==> src/hw/icb_map.vh <==
/*
 * Register offsets, field positions, reset values and timing constants of the
 * two-wire master collision and baud block.
 * Assumes a plain register port with one-cycle strobes and a 25 MHz system clock.
 */
// Function
// - Repeated Start: SDA low when SCL rises flags a collision.
// - Repeated Start: SCL falling before we pull SDA low flags a collision.
// - Repeated Start: release SDA, count, release SCL, sample SDA once SCL high.
// - Repeated Start: SDA high then reload; SDA falling before expiry is fine.
// - Repeated Start: SCL falling before expiry, SDA not driven, flags collision.
// - Both high at expiry: drive SDA low, count, then drive SCL low.
// - Stop: SDA still low after count following release flags a collision.
// - Stop: SCL low after release but before SDA high flags collision.
// - Stop: drive SDA low, release SCL, on SCL high count, release SDA, count, then sample SDA.
// - One baud counter, reloaded from the reload register, serves I2C and SPI.
// - Writing the transfer buffer starts the baud counter.
// - On completion the counter stops and the clock keeps its last level.
// - Counter reloads twice per serial clock period.
// - Serial clock equals system clock over four times the sum of reload and one.
// - Any collision sets the collision flag and idles the port.
// - Collision in a condition aborts it, frees lines, clears its enable.
// - Stop-seen bit reads one when the last condition seen was a Stop.
`ifndef ICB_MAP_VH
`define ICB_MAP_VH

// Register offsets
`define ICB_ADDR_CTRL 4'h0
`define ICB_ADDR_RELOAD 4'h1
`define ICB_ADDR_BUF 4'h2
`define ICB_ADDR_STATUS 4'h3
`define ICB_ADDR_INT_STAT 4'h4
`define ICB_ADDR_INT_MASK 4'h5

// Control fields
`define ICB_CTRL_RSEN 0
`define ICB_CTRL_PEN 1
`define ICB_CTRL_SPI 2

// Status fields
`define ICB_STAT_BUSY 0
`define ICB_STAT_START 3
`define ICB_STAT_STOP 4

// Interrupt fields
`define ICB_INT_COLL 0
`define ICB_INT_DONE 1

// Reset values
`define ICB_RELOAD_RST 8'h13
`define ICB_STATUS_RST 8'h00

// Each baud period is reload+1 counts of a 4-phase reference; each count takes two clocks here
`define ICB_CLK_PER_CNT 2

`endif

==> src/hw/icb_baud_gen.v <==
/*
 * Shared baud counter: loads the reload value and counts down to zero.
 * Assumes the controller raises load for one cycle to start a half period.
 */
module icb_baud_gen #(
    parameter WIDTH = 8,
    parameter PRE = 2
) (
    // Clock and reset
    input wire i_clk_sys,
    input wire i_rst,
    // Control
    input wire i_load,
    input wire i_stop,
    input wire [WIDTH-1:0] i_reload,
    // Status
    output reg o_expire,
    output reg o_run
);
    reg [WIDTH-1:0] cnt_r;
    reg [1:0] pre_r;

    // Half period is (reload+1)*2 system clocks, so full period is 4*(reload+1)
    always @(posedge i_clk_sys) begin
        if (i_rst || i_stop) begin
            cnt_r <= {WIDTH{1'b0}};
            pre_r <= 2'h0;
            o_run <= 1'b0;
        end else if (i_load) begin
            cnt_r <= i_reload;
            pre_r <= 2'h0;
            o_run <= 1'b1;
        end else if (o_run) begin
            if (pre_r != 2'h0) begin
                pre_r <= pre_r - 2'h1;
            end else if (cnt_r != {WIDTH{1'b0}}) begin
                cnt_r <= cnt_r - {{(WIDTH-1){1'b0}}, 1'b1};
                pre_r <= PRE[1:0] - 2'h1;
            end else begin
                o_run <= 1'b0;
            end
        end
    end

    // Expiry shows in the zero cycle itself, so load plus count is exactly PRE*(reload+1)
    always @* begin
        o_expire = o_run && (pre_r == 2'h0) && (cnt_r == {WIDTH{1'b0}});
    end
endmodule // icb_baud_gen

==> src/hw/icb_master.v <==
/*
 * Two-wire master condition sequencer with collision detection for Repeated
 * Start and Stop, plus SPI clocking, on one shared baud counter.
 * Assumes synchronous bus line inputs and a single-cycle register port.
 */
`include "icb_map.vh"

module icb_master #(
    parameter WIDTH = 8
) (
    // Clock and reset
    input wire i_clk_sys,
    input wire i_rst,
    // Register port
    input wire [3:0] i_addr,
    input wire [7:0] i_wdata,
    input wire i_wr,
    input wire i_rd,
    output reg [7:0] o_rdata,
    // Bus lines
    input wire i_scl,
    input wire i_sda,
    output reg o_scl_oe,
    output reg o_sda_oe,
    output reg o_scl_o,
    output reg o_sda_o,
    // Interrupt
    output reg o_irq
);
    localparam [9:0] ST_IDLE = 10'h001;
    localparam [9:0] ST_RS_REL = 10'h002;
    localparam [9:0] ST_RS_SCLH = 10'h004;
    localparam [9:0] ST_RS_HOLD = 10'h008;
    localparam [9:0] ST_RS_SDAL = 10'h010;
    localparam [9:0] ST_P_SDAL = 10'h020;
    localparam [9:0] ST_P_SCLH = 10'h040;
    localparam [9:0] ST_P_CNT = 10'h080;
    localparam [9:0] ST_P_REL = 10'h100;
    localparam [9:0] ST_XFER = 10'h200;

    reg [9:0] state_r;
    reg [7:0] reload_r;
    reg [7:0] buf_r;
    reg rsen_r;
    reg pen_r;
    reg spi_r;
    reg stop_seen_r;
    reg start_seen_r;
    reg [1:0] int_stat_r;
    reg [1:0] int_mask_r;
    reg scl_drv_r;
    reg sda_drv_r;
    reg scl_q_r;
    reg sda_q_r;
    reg [4:0] edge_cnt_r;
    reg load_r;
    reg stop_cnt_r;
    reg coll_r;
    reg done_r;
    wire expire;
    wire run;

    function wr_hit;
        input [3:0] a;
        begin
            wr_hit = i_wr && (i_addr == a);
        end
    endfunction

    icb_baud_gen #(
        .WIDTH(WIDTH),
        .PRE(`ICB_CLK_PER_CNT)
    ) u_baud (
        .i_clk_sys(i_clk_sys),
        .i_rst(i_rst),
        .i_load(load_r),
        .i_stop(stop_cnt_r),
        .i_reload(reload_r),
        .o_expire(expire),
        .o_run(run)
    );

    ////////////////////////////////////////////////////////////////////////////////
    // Condition sequencer
    always @(posedge i_clk_sys) begin
        load_r <= 1'b0;
        stop_cnt_r <= 1'b0;
        coll_r <= 1'b0;
        done_r <= 1'b0;
        scl_q_r <= i_scl;
        sda_q_r <= i_sda;
        if (i_rst) begin
            state_r <= ST_IDLE;
            rsen_r <= 1'b0;
            pen_r <= 1'b0;
            spi_r <= 1'b0;
            reload_r <= `ICB_RELOAD_RST;
            buf_r <= 8'h00;
            scl_drv_r <= 1'b0;
            sda_drv_r <= 1'b0;
            stop_seen_r <= 1'b0;
            start_seen_r <= 1'b0;
            edge_cnt_r <= 5'h00;
        end else begin
            if (wr_hit(`ICB_ADDR_RELOAD)) begin
                reload_r <= i_wdata;
            end
            if (wr_hit(`ICB_ADDR_CTRL)) begin
                spi_r <= i_wdata[`ICB_CTRL_SPI];
            end
            case (state_r)
                ST_IDLE: begin
                    if (wr_hit(`ICB_ADDR_CTRL) && i_wdata[`ICB_CTRL_RSEN]) begin
                        rsen_r <= 1'b1;
                        sda_drv_r <= 1'b0;
                        load_r <= 1'b1;
                        state_r <= ST_RS_REL;
                    end else if (wr_hit(`ICB_ADDR_CTRL) && i_wdata[`ICB_CTRL_PEN]) begin
                        pen_r <= 1'b1;
                        sda_drv_r <= 1'b1;
                        state_r <= ST_P_SDAL;
                    end else if (wr_hit(`ICB_ADDR_BUF)) begin
                        buf_r <= i_wdata;
                        load_r <= 1'b1;
                        edge_cnt_r <= 5'h00;
                        state_r <= ST_XFER;
                    end
                end
                ST_RS_REL: begin
                    if (expire) begin
                        scl_drv_r <= 1'b0;
                        state_r <= ST_RS_SCLH;
                    end
                end
                ST_RS_SCLH: begin
                    if (i_scl) begin
                        if (!i_sda) begin
                            coll_r <= 1'b1;
                        end else begin
                            load_r <= 1'b1;
                            state_r <= ST_RS_HOLD;
                        end
                    end
                end
                ST_RS_HOLD: begin
                    if (scl_q_r && !i_scl && i_sda) begin
                        coll_r <= 1'b1;
                    end else if (!i_sda) begin
                        // Another master started first; not a collision
                        sda_drv_r <= 1'b1;
                        load_r <= 1'b1;
                        state_r <= ST_RS_SDAL;
                    end else if (expire && i_scl) begin
                        sda_drv_r <= 1'b1;
                        load_r <= 1'b1;
                        state_r <= ST_RS_SDAL;
                    end
                end
                ST_RS_SDAL: begin
                    if (expire) begin
                        scl_drv_r <= 1'b1;
                        rsen_r <= 1'b0;
                        start_seen_r <= 1'b1;
                        stop_seen_r <= 1'b0;
                        done_r <= 1'b1;
                        state_r <= ST_IDLE;
                    end
                end
                ST_P_SDAL: begin
                    if (!i_sda) begin
                        scl_drv_r <= 1'b0;
                        state_r <= ST_P_SCLH;
                    end
                end
                ST_P_SCLH: begin
                    if (i_scl) begin
                        load_r <= 1'b1;
                        state_r <= ST_P_CNT;
                    end
                end
                ST_P_CNT: begin
                    if (!i_scl) begin
                        coll_r <= 1'b1;
                    end else if (expire) begin
                        sda_drv_r <= 1'b0;
                        load_r <= 1'b1;
                        state_r <= ST_P_REL;
                    end
                end
                ST_P_REL: begin
                    if (!i_scl && !i_sda) begin
                        coll_r <= 1'b1;
                    end else if (expire) begin
                        if (!i_sda) begin
                            coll_r <= 1'b1;
                        end else begin
                            pen_r <= 1'b0;
                            stop_seen_r <= 1'b1;
                            start_seen_r <= 1'b0;
                            done_r <= 1'b1;
                            state_r <= ST_IDLE;
                        end
                    end
                end
                ST_XFER: begin
                    if (expire) begin
                        // Two reloads per clock period, one per edge
                        scl_drv_r <= ~scl_drv_r;
                        if (spi_r) begin
                            buf_r <= {buf_r[6:0], i_sda};
                        end
                        if (edge_cnt_r == 5'h0F) begin
                            done_r <= 1'b1;
                            state_r <= ST_IDLE;
                        end else begin
                            edge_cnt_r <= edge_cnt_r + 5'h01;
                            load_r <= 1'b1;
                        end
                    end
                end
                default: begin
                    state_r <= ST_IDLE;
                end
            endcase
            if (coll_r) begin
                // Abort: free both lines, clear enables, return to idle
                state_r <= ST_IDLE;
                rsen_r <= 1'b0;
                pen_r <= 1'b0;
                scl_drv_r <= 1'b0;
                sda_drv_r <= 1'b0;
                stop_cnt_r <= 1'b1;
            end
        end
    end

    ////////////////////////////////////////////////////////////////////////////////
    // Pins, interrupts and read port
    always @(posedge i_clk_sys) begin
        if (i_rst) begin
            int_stat_r <= 2'h0;
            int_mask_r <= 2'h0;
            o_rdata <= 8'h00;
            o_irq <= 1'b0;
            o_scl_oe <= 1'b0;
            o_sda_oe <= 1'b0;
            o_scl_o <= 1'b0;
            o_sda_o <= 1'b0;
        end else begin
            o_scl_oe <= scl_drv_r;
            o_sda_oe <= sda_drv_r;
            o_scl_o <= 1'b0;
            o_sda_o <= 1'b0;
            if (wr_hit(`ICB_ADDR_INT_MASK)) begin
                int_mask_r <= i_wdata[1:0];
            end
            // Set wins over write-one-to-clear
            int_stat_r <= (int_stat_r & ~(wr_hit(`ICB_ADDR_INT_STAT) ? i_wdata[1:0] : 2'h0))
                | {done_r, coll_r};
            o_irq <= |(int_stat_r & int_mask_r);
            o_rdata <= 8'h00;
            if (i_rd) begin
                case (i_addr)
                    `ICB_ADDR_CTRL: o_rdata <= {5'h00, spi_r, pen_r, rsen_r};
                    `ICB_ADDR_RELOAD: o_rdata <= reload_r;
                    `ICB_ADDR_BUF: o_rdata <= buf_r;
                    `ICB_ADDR_STATUS: o_rdata <= {3'h0, stop_seen_r, start_seen_r, 2'h0, run};
                    `ICB_ADDR_INT_STAT: o_rdata <= {6'h00, int_stat_r};
                    `ICB_ADDR_INT_MASK: o_rdata <= {6'h00, int_mask_r};
                    default: o_rdata <= 8'h00;
                endcase
            end
        end
    end
endmodule // icb_master

==> config.mk <==
export PLATFORM = sky130hd
export DESIGN_NAME = icb_master
export DESIGN_NICKNAME = d
export VERILOG_FILES = /design/src/hw/icb_baud_gen.v /design/src/hw/icb_master.v
export VERILOG_INCLUDE_DIRS = /design/src /design/src/hw
export SDC_FILE = /design/constraint.sdc
export NUM_CORES = 1
export LEC_CHECK = 0
export ABC_AREA = 1
export BUFFER_PORTS_ARGS = -buffer_cell sky130_fd_sc_hd__clkbuf_2
export CAP_MARGIN = 40
export CORE_ASPECT_RATIO = 1.25
export CORE_MARGIN = 2
export CORE_UTILIZATION = 35
export DETAILED_ROUTE_END_ITERATION = 12
export GPL_ROUTABILITY_DRIVEN = 0
export GPL_TIMING_DRIVEN = 0
export HOLD_SLACK_MARGIN = 0.15
export PLACE_DENSITY = 0.61
export SETUP_SLACK_MARGIN = 0.02
export SYNTH_ARGS = -nofsm -noshare
export SYNTH_HDL_FRONTEND = slang
export SYNTH_SLANG_ARGS = --single-unit
==> constraint.sdc <==
create_clock -name i_clk_sys -period 2.35 [get_ports i_clk_sys]
set_input_delay 0.3525 -clock i_clk_sys [delete_from_list [all_inputs] [get_ports i_clk_sys]]
set_output_delay 0.3525 -clock i_clk_sys [all_outputs]
set_load 0.01 [all_outputs]
; ---- Yosys cells after proc, flatten, opt, wreduce, memory -nomap -nowiden
; Cells that the tools add are included.
[op_classes]
add_sub_neg = 3
multipliers = 0
n_div = 0
magnitude_cmp = 0
n_eq_ne = 41
shift = 0
muxes = 95
bitwise_logic = 6
n_reduce_logical = 44
[ops]
columns = cell, count
row1 = 2-to-1 mux 10 bit, 19
row2 = case mux 10 bit (10 select lines), 1
row3 = 2-to-1 mux 8 bit, 9
row4 = case mux 8 bit (6 select lines), 1
row5 = 2-to-1 mux 1 bit, 46
row6 = "!= test 2 bit, second input constant", 22
row7 = 2-to-1 mux 5 bit, 5
row8 = AND reduction 6 bit, 4
row9 = case mux 8 bit (2 select lines), 1
row10 = AND reduction 16 bit, 1
row11 = nonzero test 2 bit, 8
row12 = logical AND 1 bit, 13
row13 = "== test 10 x 1 -> 1 bit, second input constant", 1
row14 = "== test 10 bit, second input constant", 1
row15 = "== test 10 x 2 -> 1 bit, second input constant", 1
row16 = "== test 10 x 3 -> 1 bit, second input constant", 1
row17 = "== test 10 x 4 -> 1 bit, second input constant", 1
row18 = "== test 10 x 5 -> 1 bit, second input constant", 1
row19 = "== test 10 x 6 -> 1 bit, second input constant", 1
row20 = "== test 10 x 7 -> 1 bit, second input constant", 1
row21 = "== test 10 x 8 -> 1 bit, second input constant", 1
row22 = "== test 10 x 9 -> 1 bit, second input constant", 1
row23 = case mux 5 bit (2 select lines), 1
row24 = AND reduction 5 bit, 2
row25 = other kinds (29), 46
[totals]
register_bits = 69
latchBits = 0
mem_bits_rw = 0
rom_bits = 0
out_inout_bits = 13
memories = 0

; ---- Longest topological paths before layout
; Gate-level depths: netlist (run 1).
[depth]
ltp_word = 8
depth_mapped = 14
mapped_depth_nobuf = 12

; ---- Cells and area by module
; From an unflattened synthesis (run 1), not the netlist that was laid out.
[hier_totals]
cells_unflattened = 612
area_unflattened_um2 = 3993.8
[by_module_without_submodules]
columns = mod, n_inst, cells_per_inst, area_each_um2, seq_area_each_um2
row1 = icb_master, 1, 501, 3281.9, 1161.1
row2 = icb_baud_gen, 1, 111, 711.9, 220.2

; ---- Worst setup path before layout (run 1)
; Ideal clock, no wire load.
[synth_timing]
path_kind = register to register
from = register u_baud.cnt_r[0]
to = register state_r[7]
setup_ns = 0.114
t_arrival_ns = 1.724
required_ns = 2.236
setup_slack_ns = 0.512
stages_incl_launch_ff = 14
n_path_buf = 2
period_less_slack_ns = 1.838
path_cell_list = dfxtp_1 inv_1 ha_1 inv_1 nor2_4 nand3_4 buf_6 nand2_2 nand3_2 nor2_8 nand3_4 buf_12 nor2_1 nor2_2
[synth_between]
elab_chain_cells = 5
elab_cells_between_ends = 10
classes_between = eq/ne: 6 / reduce/logical: 4
[synth_rtl]
columns = item, line
row1 = "start, declared", icb_baud_gen.v:20  ; reg [WIDTH-1:0] cnt_r;
row2 = "start signal, assigned", icb_baud_gen.v:26  ; cnt_r <= {WIDTH{1'b0}};
row3 = "start signal, assigned", icb_baud_gen.v:30  ; cnt_r <= i_reload;
row4 = "start signal, assigned", icb_baud_gen.v:37  ; cnt_r <= cnt_r - {{(WIDTH-1){1'b0}}, 1'b1};
row5 = logical NOT 8 bit (*), icb_baud_gen.v:47  ; o_expire = o_run && (pre_r == 2'h0) && (cnt_r == {WIDTH{1'b0}});
row6 = logical AND 1 bit (*), icb_baud_gen.v:47
row7 = logical AND 1 bit, icb_master.v:153  ; end else if (expire && i_scl) begin
row8 = != test 3 bit (no line), --
row9 = AND reduction 16 bit (no line) (*), --
row10 = "end signal, assigned", icb_master.v:152  ; state_r <= ST_RS_SDAL;
row11 = "end signal, assigned", icb_master.v:156  ; state_r <= ST_RS_SDAL;
row12 = "end signal, assigned", icb_master.v:166  ; state_r <= ST_IDLE;
row13 = "end, declared", icb_master.v:41  ; reg [9:0] state_r;
; Every way passes the cells marked *; elsewhere a longest branch is shown, timed or not.
; A chain may end at the register's enable or synchronous reset.

; ---- Worst setup path after layout (run 1)
[layout_timing]
from = register u_baud.cnt_r[0]
to = register state_r[4]
; Same word-level chain as after synthesis.

==> impl_metrics.py, run 1 <==
metrics = {
    "setup_path": {
        "required_ns": 2.57,
        "r2r_slack_ns": 0.27,
        "critPathTopFamily": "simple AND/OR/NAND/NOR gates",
        "cp-end-kind": "register",
        "cp_cell_sequence": "inv_1 -> ha_1 -> inv_1 -> nor2_4 -> nand3_4 -> buf_6 -> nand2_2 -> nand3_2 -> nor2_4 -> nand3_4 -> buf_12 -> nor2_1 -> nor2_2",
        "cp.arrival_ns": 2.30,
        "worstRegToRegCells": 13,
        "r2r-start": "u_baud.cnt_r[0]",
        "critPathLaunchType": "register",
        "r2r_end": "state_r[4]",
        "worst-path-stages": 13,
        "path_class": "register to register",
        "crit_slowest_cell": "dfxtp_1",
        "path_buf_inv": 4,
        "cpPeakStageDelay_ns": 0.31,
        "worst-path-max-fanout": 10,
    },
    "synthesis": {
        "synth_top_area_cell": "dfxtp_1",
        "synth_top_area_share_pct": 35.5,
        "ys.warnings.count": 0,
        "ys_ff_latch": 69,
        "ys_top_cells_by_area": "dfxtp_1 36%, nand2_1 12%, inv_1 7.3%, nor2_1 5.9%, nand3_1 4.6%",
        "syn_area_um2": 3890,
        "netlist_instances": 560,
        "synth_ff_type": "dfxtp_1",
        "syn_avg_cell_area_um2": 6.95,
        "seq_area_frac_synth_pct": 35.5,
        "ys_types": 43,
        "async_reset_ff_share_pct": 0,
        "synth-edff-count": 0,
    },
    "place": {
        "hpwl_mm": 7.97,
        "dpl-instance-area_um2": 4200,
        "port_buffers": 28,
    },
    "cts": {
        "clock_path_buffers": 2,
        "cts_sinks": 69,
        "ctsHoldBuffers": 0,
        "cts.clk_slew.worst_paths_ns": 0.06,
        "cts-root-buf": "clkbuf_16",
        "ctsResizeCount": 0,
        "post_cts_buffers": 0,
        "cts_tree": "done",
        "ctsHtreeMaxLevel": 3,
        "numCtsBuffers": 9,
        "clk_latency_ns": 0.33,
    },
    "drt": {
        "first_iter_violations": 215,
        "routedWlPerCell_um": 13.7,
        "ant_nets": 0,
        "dr_total_vias": 3703,
        "routed_wl_mm": 10.1,
        "via_per_inst": 5.00,
        "drcViolationCount": 0,
        "dr.pass1.iters": 5,
    },
    "grt": {
        "grt_pass1_wl_mm": 16.6,
        "antenna_found_initial": 0,
        "grt.total_usage_pct": 17.3,
        "grt-busiest-layer": "met2",
        "grtUsageMet1_pct": 19.6,
        "grt_use_met3_pct": 3.67,
        "grt_start_max_net_pins": 14,
        "grt_use_met2_pct": 31.5,
        "grt-ovfl-total": 0,
        "first_global_vias": 3583,
    },
    "die": {
        "die_area_um2": 12000,
        "die_y_um": 122,
        "die_w_um": 98.3,
        "placeableCoreArea_um2": 11000,
        "rows": 43,
        "ioPinCount": 31,
        "start_util_pct": 35.4,
    },
    "pwr": {
        "p_per_area_nw_per_um2": 916,
        "switchingPower_mw": 1.57,
        "p_leak_nw": 2.01,
        "power.internal_mw": 2.54,
        "ir_drop_uv": 635,
        "clockPowerShare_pct": 31.3,
        "seq_power_share_pct": 32.7,
        "p_total_mw": 4.11,
        "comb_power_share_pct": 36.1,
        "netSwitchingFraction_pct": 38.2,
    },
    "final_layout": {
        "fin_area_um2": 4490,
        "synthToLayoutAreaGrowth_pct": 15.3,
        "fill_cells": 1163,
        "final_common_cell": "nand2_1",
        "nets": 622,
        "layout_common_cells": "121 x nand2_1, 76 x inv_1, 69 x dfxtp_1",
        "layout-drive-gt1-share_pct": 19.0,
        "antenna_cells_inserted": 0,
    },
    "min_path": {
        "hold_path_startpoint": "i_scl",
        "whs_path_depth": 1,
        "hold_path_class": "input port to register",
        "holdPathEnd": "scl_q_r",
    },
    "sta": {
        "setup_viol_count_final": 0,
        "slew_violations": 0,
        "hold_viol_final": 0,
        "fin_skew_ns": 0.00887,
        "fin_tns_setup_ns": 0,
        "rsz0062_at_grt": "no",
        "relSlewSlack_pct": 64.8,
        "fin_crit_ns": 2.08,
        "finalCritPeriodShare_pct": 88.5,
        "fmax_mhz": 481,
        "worstMarginPinSlew_ns": 0.528,
    },
    "run": {
        "maxCapViolCount": 0,
    },
    "status": {
        "status": "finished clean",
    },
}
## sequential cells by signal, indices dropped and copies added, names as in the netlist, 2 cells and up
name,cells
int_mask_r,2
edge_cnt_r,5
state_r,10
int_stat_r,2
reload_r,8
u_baud.pre_r,2
o_rdata,8
buf_r,8
u_baud.cnt_r,8
## metal layers
metal / vias to the layer above / share of wire (%)
met5: - / 0
met4: 0 / 2.6
li1: 1893 / -
met3: 31 / 3.1
met1: 1711 / 42
met2: 68 / 52
## cells in the mapped netlist (4+ instances only)
cell,count
o21ai_0,18
nand2_1,121
nor2_4,6
clkbuf_1,5
dfxtp_1,69
inv_2,10
o22ai_1,6
nand2_4,7
buf_4,4
a21oi_1,29
nor2_1,61
nand3_2,4
nand3_1,36
o21ai_1,5
nor3_1,12
nand4_1,12
nor2_2,17
o211ai_1,7
inv_1,76
ha_1,4
a31oi_1,10
nand2_2,11
## power groups by stage
stage          Clock (mW)  Combinational, mW  Sequential, mW
2_1_floorplan           0               1.21            1.36
3_3_place_gp            0               1.46            1.36
3_5_place_dp            0               1.48            1.37
4_1_cts              1.31               1.49            1.34
5_1_grt              1.35               1.66            1.35
6_report             1.29               1.48            1.34
## kinds of logic after synthesis
logic type	count (synthesis)	share of synthesized area, %
other	1	0.0964
and+or+nand+nor	296	38.0
DFF	69	35.5
buffers and inverters	97	10.4
adders and majority gates	4	1.29
AOI/OAI and AO/OA	87	13.4
xor gates and xnor gates	6	1.35
## worst reg2reg max path, stage by stage, from the launching register on
cell and delay [ns]:
dfxtp_1 0.31, inv_1 0.13, ha_1 0.19, inv_1 0.07
nor2_4 0.13, nand3_4 0.10, buf_6 0.16, nand2_2 0.06
nand3_2 0.07, nor2_4 0.26, nand3_4 0.13, buf_12 0.17
nor2_1 0.12, nor2_2 0.05
## through the flow
step / hold slack (ns) / instances / util [%] / worst slack (ns)
after floorplan: 0.380 / 561 / - / 0.512
after global placement: 0.425 / 724 / 38.3 / 0.295
after detailed placement: 0.424 / 724 / 38.3 / 0.268
after CTS: 0.234 / 740 / 40.9 / 0.258
after global routing: 0.239 / 740 / 40.9 / 0.0537
final: 0.230 / 740 / 40.9 / 0.270
## cell type report
class	count	area (µm²)	area share, %
sequential	69	1380	30.8
timing repair buffer	28	140	3.12
buffer	11	80.1	1.78
clock buffer	10	239	5.33
tap	135	169	3.76
multi-input combinational	395	2110	47.0
inverter	86	323	7.19
clock inverter	6	45.0	1.00
## worst max path at each step
stage / start / endpoint / slack, ns
global placement: u_baud.cnt_r[0] / state_r[7] / 0.29
CTS: u_baud.cnt_r[0] / state_r[4] / 0.26
detailed placement: i_addr[3] / state_r[7] / 0.27
floorplan: u_baud.cnt_r[0] / state_r[7] / 0.51
global route: state_r[8] / buf_r[6] / 0.05
finish: u_baud.cnt_r[0] / state_r[4] / 0.27
No activity file was read; power rests on OpenSTA's default activity.
==> run 2: changes to the inputs <==
--- a/config.mk
+++ b/config.mk
@@ -9,9 +9,10 @@
 export ABC_AREA = 1
 export BUFFER_PORTS_ARGS = -buffer_cell sky130_fd_sc_hd__clkbuf_2
 export CAP_MARGIN = 40
-export CORE_ASPECT_RATIO = 1.25
+export CORE_ASPECT_RATIO = 0.6
 export CORE_MARGIN = 2
 export CORE_UTILIZATION = 35
+export CTS_BUF_LIST = sky130_fd_sc_hd__clkbuf_8 sky130_fd_sc_hd__clkbuf_16
 export DETAILED_ROUTE_END_ITERATION = 12
 export GPL_ROUTABILITY_DRIVEN = 0
 export GPL_TIMING_DRIVEN = 0
==> run 2 against run 1 <==
  * Register-to-register slack worse by 0.06 ns
  * Global-route usage up 1.7 points
  * Cell count unchanged
  * Setup slack worse by 0.063 ns
  * Sequential share of layout area unchanged
  * Core utilization up 1.0 points
  * Critical endpoint is now state_r[7]
  * Non-clock buffer count unchanged
  * Die area up 0.18%
  * Maximum frequency down 2.9%
  * Count of clock-buffer cells in the layout unchanged
  * Largest power group unchanged
  * Via count up 2.3%
  * Routed wire length up 7.7%
==> impl_metrics.py, run 2 (synthesized netlist as in run 1, its figures left out) <==
metrics = {
    "grt": {
        "grt.total_usage_pct": 19.0,
        "first_global_vias": 3480,
        "antenna_found_initial": 0,
        "grt_pass1_wl_mm": 17.7,
        "grt-ovfl-total": 0,
        "grt_start_max_net_pins": 11,
    },
    "setup_path": {
        "cp-end-kind": "register",
        "worstRegToRegCells": 13,
        "critPathLaunchType": "register",
        "r2r-start": "u_baud.cnt_r[0]",
        "crit_end": "state_r[7]",
        "cp.arrival_ns": 2.37,
        "r2r_slack_ns": 0.21,
        "setup.worst_path.start": "u_baud.cnt_r[0]",
        "path_class": "register to register",
        "worst-path-max-fanout": 10,
        "r2r_end": "state_r[7]",
        "cpPeakStageDelay_ns": 0.31,
        "cp_cell_sequence": "inv_1 -> ha_1 -> inv_1 -> nor2_4 -> nand3_4 -> buf_6 -> nand2_2 -> nand3_2 -> nor2_8 -> nand3_4 -> buf_12 -> nor2_1 -> nor2_2",
        "required_ns": 2.58,
        "crit_slowest_cell": "dfxtp_1",
    },
    "sta": {
        "slew_violations": 0,
        "fin_tns_setup_ns": 0,
        "rsz0062_at_grt": "no",
        "hold_viol_final": 0,
        "fin_crit_ns": 2.14,
        "worstMarginPinSlew_ns": 0.652,
        "relSlewSlack_pct": 56.1,
        "fin_skew_ns": 0.00667,
        "fmax_mhz": 467,
        "finalCritPeriodShare_pct": 91.2,
        "setup_viol_count_final": 0,
    },
    "drt": {
        "ant_nets": 0,
        "first_iter_violations": 308,
        "drcViolationCount": 0,
        "routed_wl_mm": 10.9,
        "dr.pass1.iters": 5,
        "via_per_inst": 5.12,
        "routedWlPerCell_um": 14.7,
        "dr_total_vias": 3787,
    },
    "cts": {
        "post_cts_buffers": 0,
        "ctsResizeCount": 0,
        "cts_tree": "done",
        "numCtsBuffers": 9,
        "cts-root-buf": "clkbuf_16",
        "cts_sinks": 69,
        "ctsHoldBuffers": 0,
        "clk_latency_ns": 0.34,
        "cts.clk_slew.worst_paths_ns": 0.06,
        "ctsHtreeMaxLevel": 3,
        "clock_path_buffers": 2,
    },
    "final_layout": {
        "antenna_cells_inserted": 0,
        "largest_reg_flops": 10,
        "regArea_um2": 1380,
        "nets": 622,
        "layout_common_cells": "120 x nand2_1, 76 x inv_1, 69 x dfxtp_1",
        "synthToLayoutAreaGrowth_pct": 15.3,
        "multi_input_area_um2": 2110,
        "final_common_cell": "nand2_1",
        "regMostFlops": "state_r",
        "fill_cells": 1125,
        "layout-drive-gt1-share_pct": 18.6,
    },
    "place": {
        "port_buffers": 28,
        "hpwl_mm": 8.36,
    },
    "run": {
        "maxCapViolCount": 0,
    },
    "pwr": {
        "p_per_area_nw_per_um2": 937,
        "p_total_mw": 4.21,
        "ir_drop_uv": 537,
        "p_leak_nw": 2.01,
    },
    "die": {
        "placeableCoreArea_um2": 10700,
        "rows": 29,
        "die_w_um": 140,
        "start_util_pct": 36.3,
        "die_area_um2": 12000,
        "ioPinCount": 31,
        "die_y_um": 85.7,
    },
    "min_path": {
        "hold_path_class": "input port to register",
    },
    "status": {
        "status": "finished clean",
    },
}
-- run 2: per-stage QoR --
step	cell area [µm²]	setup WS [ns]	cells	utilization, %	hold slack, ns
final	4490	0.207	740	41.9	0.261
after global routing	4490	0.0818	740	41.9	0.252
after CTS	4480	0.219	740	41.9	0.244
after detailed placement	4210	0.240	728	39.3	0.430
after global placement	4210	0.249	728	39.3	0.432
after floorplan	3890	0.512	561	-	0.380
-- run 2: final cells by class --
class | count | area share, %
clock inverter | 2 | 0.837
multi-input combinational | 395 | 47.1
timing repair buffer | 28 | 3.12
tap | 139 | 3.88
clock buffer | 10 | 5.33
inverter | 86 | 7.19
buffer | 11 | 1.78
sequential | 69 | 30.8
-- run 2: worst min path at each step --
stage                     to  slack [ns]  cells after the start  startpoint
6_report             scl_q_r        0.26                      1       i_scl
3_5_place_dp        o_sda_oe        0.43                      2   sda_drv_r
5_1_grt              scl_q_r        0.25                      1       i_scl
3_3_place_gp   int_stat_r[1]        0.43                      2      done_r
4_1_cts              scl_q_r        0.24                      1       i_scl
2_1_floorplan        scl_q_r        0.38                      0       i_scl
-- run 2: power breakdown --
group / internal (mW) / switching [mW]
clock network: 0.826 / 0.501
registers: 1.27 / 0.0732
logic: 0.522 / 1.01
-- run 2: worst max-delay path, delay by kind of cell, from the launching register on --
kind | cells | cell delay [ns]
DFF | 1 | 0.31
and+or+nand+nor | 8 | 0.96
buffers and inverters | 4 | 0.55
adders and majority gates | 1 | 0.21
-- run 2: layer usage --
| layer | track usage [%] | share of wire [%] | wire length, µm | up-vias |
|---|---|---|---|---|
| li1 | - | - | - | 1887 |
| met1 | 28.9 | 53 | 5760 | 1753 |
| met2 | 25.3 | 37 | 4070 | 137 |
| met3 | 6.14 | 8.7 | 950 | 10 |
| met4 | 4.87 | 1.0 | 114 | 0 |
| met5 | 0 | 0 | 0 | - |
==> run 3: changes to the inputs <==
--- a/config.mk
+++ b/config.mk
@@ -13,11 +13,13 @@
 export CORE_MARGIN = 2
 export CORE_UTILIZATION = 35
 export CTS_BUF_LIST = sky130_fd_sc_hd__clkbuf_8 sky130_fd_sc_hd__clkbuf_16
+export CTS_CLUSTER_DIAMETER = 60
 export DETAILED_ROUTE_END_ITERATION = 12
 export GPL_ROUTABILITY_DRIVEN = 0
 export GPL_TIMING_DRIVEN = 0
 export HOLD_SLACK_MARGIN = 0.15
 export PLACE_DENSITY = 0.61
+export RECOVER_POWER = 50
 export SETUP_SLACK_MARGIN = 0.02
 export SYNTH_ARGS = -nofsm -noshare
 export SYNTH_HDL_FRONTEND = slang
==> run 3 against run 2 <==
  * Sequential share of layout area increased by 0.18 points
  * Global-route usage unchanged
  * Cell count unchanged
  * Register-to-register slack about the same
  * Die area unchanged
  * Sequential cell count unchanged
  * Maximum frequency increased by 0.13%
  * Non-clock buffer count unchanged
  * Critical endpoint unchanged
  * Largest cell class unchanged
  * Largest power group unchanged
==> impl_metrics.py, run 3 (synthesized netlist as in run 1, its figures left out) <==
metrics = {
    "setup_path": {
        "cp_cell_sequence": "inv_1 -> ha_1 -> inv_1 -> nor2_4 -> nand3_4 -> buf_6 -> nand2_2 -> nand3_2 -> nor2_8 -> nand3_4 -> buf_12 -> nor2_1 -> nor2_2",
        "cp-end-kind": "register",
        "crit_slowest_cell": "dfxtp_1",
        "critPathLaunchType": "register",
        "path_class": "register to register",
        "cpPeakStageDelay_ns": 0.31,
        "worst-path-max-fanout": 10,
        "r2r_slack_ns": 0.21,
        "required_ns": 2.58,
        "path_buf_inv": 4,
        "critPathTopFamily": "simple AND/OR/NAND/NOR gates",
        "cp.arrival_ns": 2.37,
    },
    "drt": {
        "via_per_inst": 5.12,
        "drcViolationCount": 0,
        "routedWlPerCell_um": 14.8,
        "dr_total_vias": 3786,
        "ant_nets": 0,
        "dr.pass1.iters": 5,
        "routed_wl_mm": 10.9,
        "first_iter_violations": 311,
    },
    "die": {
        "die_area_um2": 12000,
        "start_util_pct": 36.3,
        "rows": 29,
        "die_w_um": 140,
        "die_y_um": 85.7,
        "ioPinCount": 31,
        "placeableCoreArea_um2": 10700,
    },
    "pwr": {
        "p_per_area_nw_per_um2": 941,
        "power.internal_mw": 2.62,
        "comb_power_share_pct": 36.2,
        "netSwitchingFraction_pct": 37.6,
        "seq_power_share_pct": 32.1,
        "ir_drop_uv": 539,
        "switchingPower_mw": 1.58,
        "clockPowerShare_pct": 31.7,
        "p_leak_nw": 1.96,
    },
    "cts": {
        "ctsHtreeMaxLevel": 3,
        "cts_sinks": 69,
        "cts-root-buf": "clkbuf_16",
        "clock_path_buffers": 2,
        "ctsHoldBuffers": 0,
        "numCtsBuffers": 9,
        "cts_tree": "done",
        "ctsResizeCount": 0,
        "post_cts_buffers": 0,
        "clk_latency_ns": 0.34,
        "cts.clk_slew.worst_paths_ns": 0.06,
    },
    "grt": {
        "grt-busiest-layer": "met1",
        "first_global_vias": 3480,
        "grt-ovfl-total": 0,
        "grt_pass1_wl_mm": 17.7,
        "grt.total_usage_pct": 19.0,
        "grt_use_met2_pct": 25.3,
        "grt_start_max_net_pins": 11,
        "grtUsageMet1_pct": 28.9,
        "antenna_found_initial": 0,
        "grt_use_met3_pct": 6.14,
    },
    "sta": {
        "hold_viol_final": 0,
        "layout_setup_ws_ns": 0.210,
        "slew_violations": 0,
        "worstMarginPinSlew_ns": 0.642,
        "fin_tns_setup_ns": 0,
        "fin_crit_ns": 2.14,
        "rsz0062_at_grt": "no",
        "finalCritPeriodShare_pct": 91.1,
        "setup_viol_count_final": 0,
        "fin_skew_ns": 0.00674,
        "fmax_mhz": 467,
        "relSlewSlack_pct": 56.8,
    },
    "final_layout": {
        "fin_area_um2": 4460,
        "final_common_cell": "nand2_1",
        "layout-drive-gt1-share_pct": 16.0,
        "multi_input_area_um2": 2100,
        "largest_reg_flops": 10,
        "regArea_um2": 1380,
        "layout_common_cells": "120 x nand2_1, 76 x inv_1, 69 x dfxtp_1",
        "antenna_cells_inserted": 0,
        "regMostFlops": "state_r",
        "fin_util_pct": 41.7,
        "stdcell_count": 740,
        "synthToLayoutAreaGrowth_pct": 14.7,
        "nets": 622,
        "fill_cells": 1135,
    },
    "run": {
        "maxCapViolCount": 0,
    },
    "place": {
        "place_ws_ns": 0.240,
        "port_buffers": 28,
        "hpwl_mm": 8.36,
        "dp.cells": 728,
        "dpl-instance-area_um2": 4210,
    },
    "status": {
        "status": "finished clean",
    },
    "min_path": {
        "hold_path_class": "input port to register",
    },
}
## run 3: cell count changes in the layout (fill, tap and decap cells not counted)
cell and change:
clkbuf_1 +15, nor2_1 +1, clkbuf_2 -15, nor2_4 -1
## run 3: worst paths after layout
path	endpoint	from	cells past startpoint
worst max-delay path	state_r[7]	u_baud.cnt_r[0]	13
worst min-delay path	reload_r[4]	i_wdata[4]	3
worst max register to register	state_r[7]	u_baud.cnt_r[0]	13
worst min register to register	o_sda_oe	sda_drv_r	2
## run 3: stage by stage
stage / hold WS (ns) / total power [mW]
CTS: 0.244 / 4.20
global placement: 0.432 / 2.84
finish: 0.280 / 4.20
detailed placement: 0.430 / 2.87
floorplan: 0.380 / 2.56
global route: 0.285 / 4.46
## run 3: worst reg2reg max path, cell delays in order (launching register included)
cell	delay [ns]
dfxtp_1	0.31
inv_1	0.14
ha_1	0.21
inv_1	0.07
nor2_4	0.13
nand3_4	0.12
buf_6	0.17
nand2_2	0.11
nand3_2	0.12
nor2_8	0.19
nand3_4	0.11
buf_12	0.17
nor2_1	0.13
nor2_2	0.05
## run 3: area by class of cell
class	count	area share, %
Clock inverter	2	0.842
Multi-Input combinational cell	395	47.2
Sequential cell	69	31.0
Timing Repair Buffer	28	2.72
Tap cell	139	3.90
Inverter	86	7.24
Buffer	11	1.80
Clock buffer	10	5.36
## run 3: power by group through the flow
stage	clock network (mW)	logic (mW)	registers [mW]
6_report	1.33	1.52	1.35
5_1_grt	1.40	1.70	1.36
3_5_place_dp	0	1.50	1.37
3_3_place_gp	0	1.48	1.36
2_1_floorplan	0	1.21	1.36
4_1_cts	1.34	1.51	1.35
## run 3: routing by layer
layer	vias up	part of all wire [%]
met5	-	0
met4	0	1.1
met3	14	9.0
met2	146	38
met1	1736	52
li1	1890	-
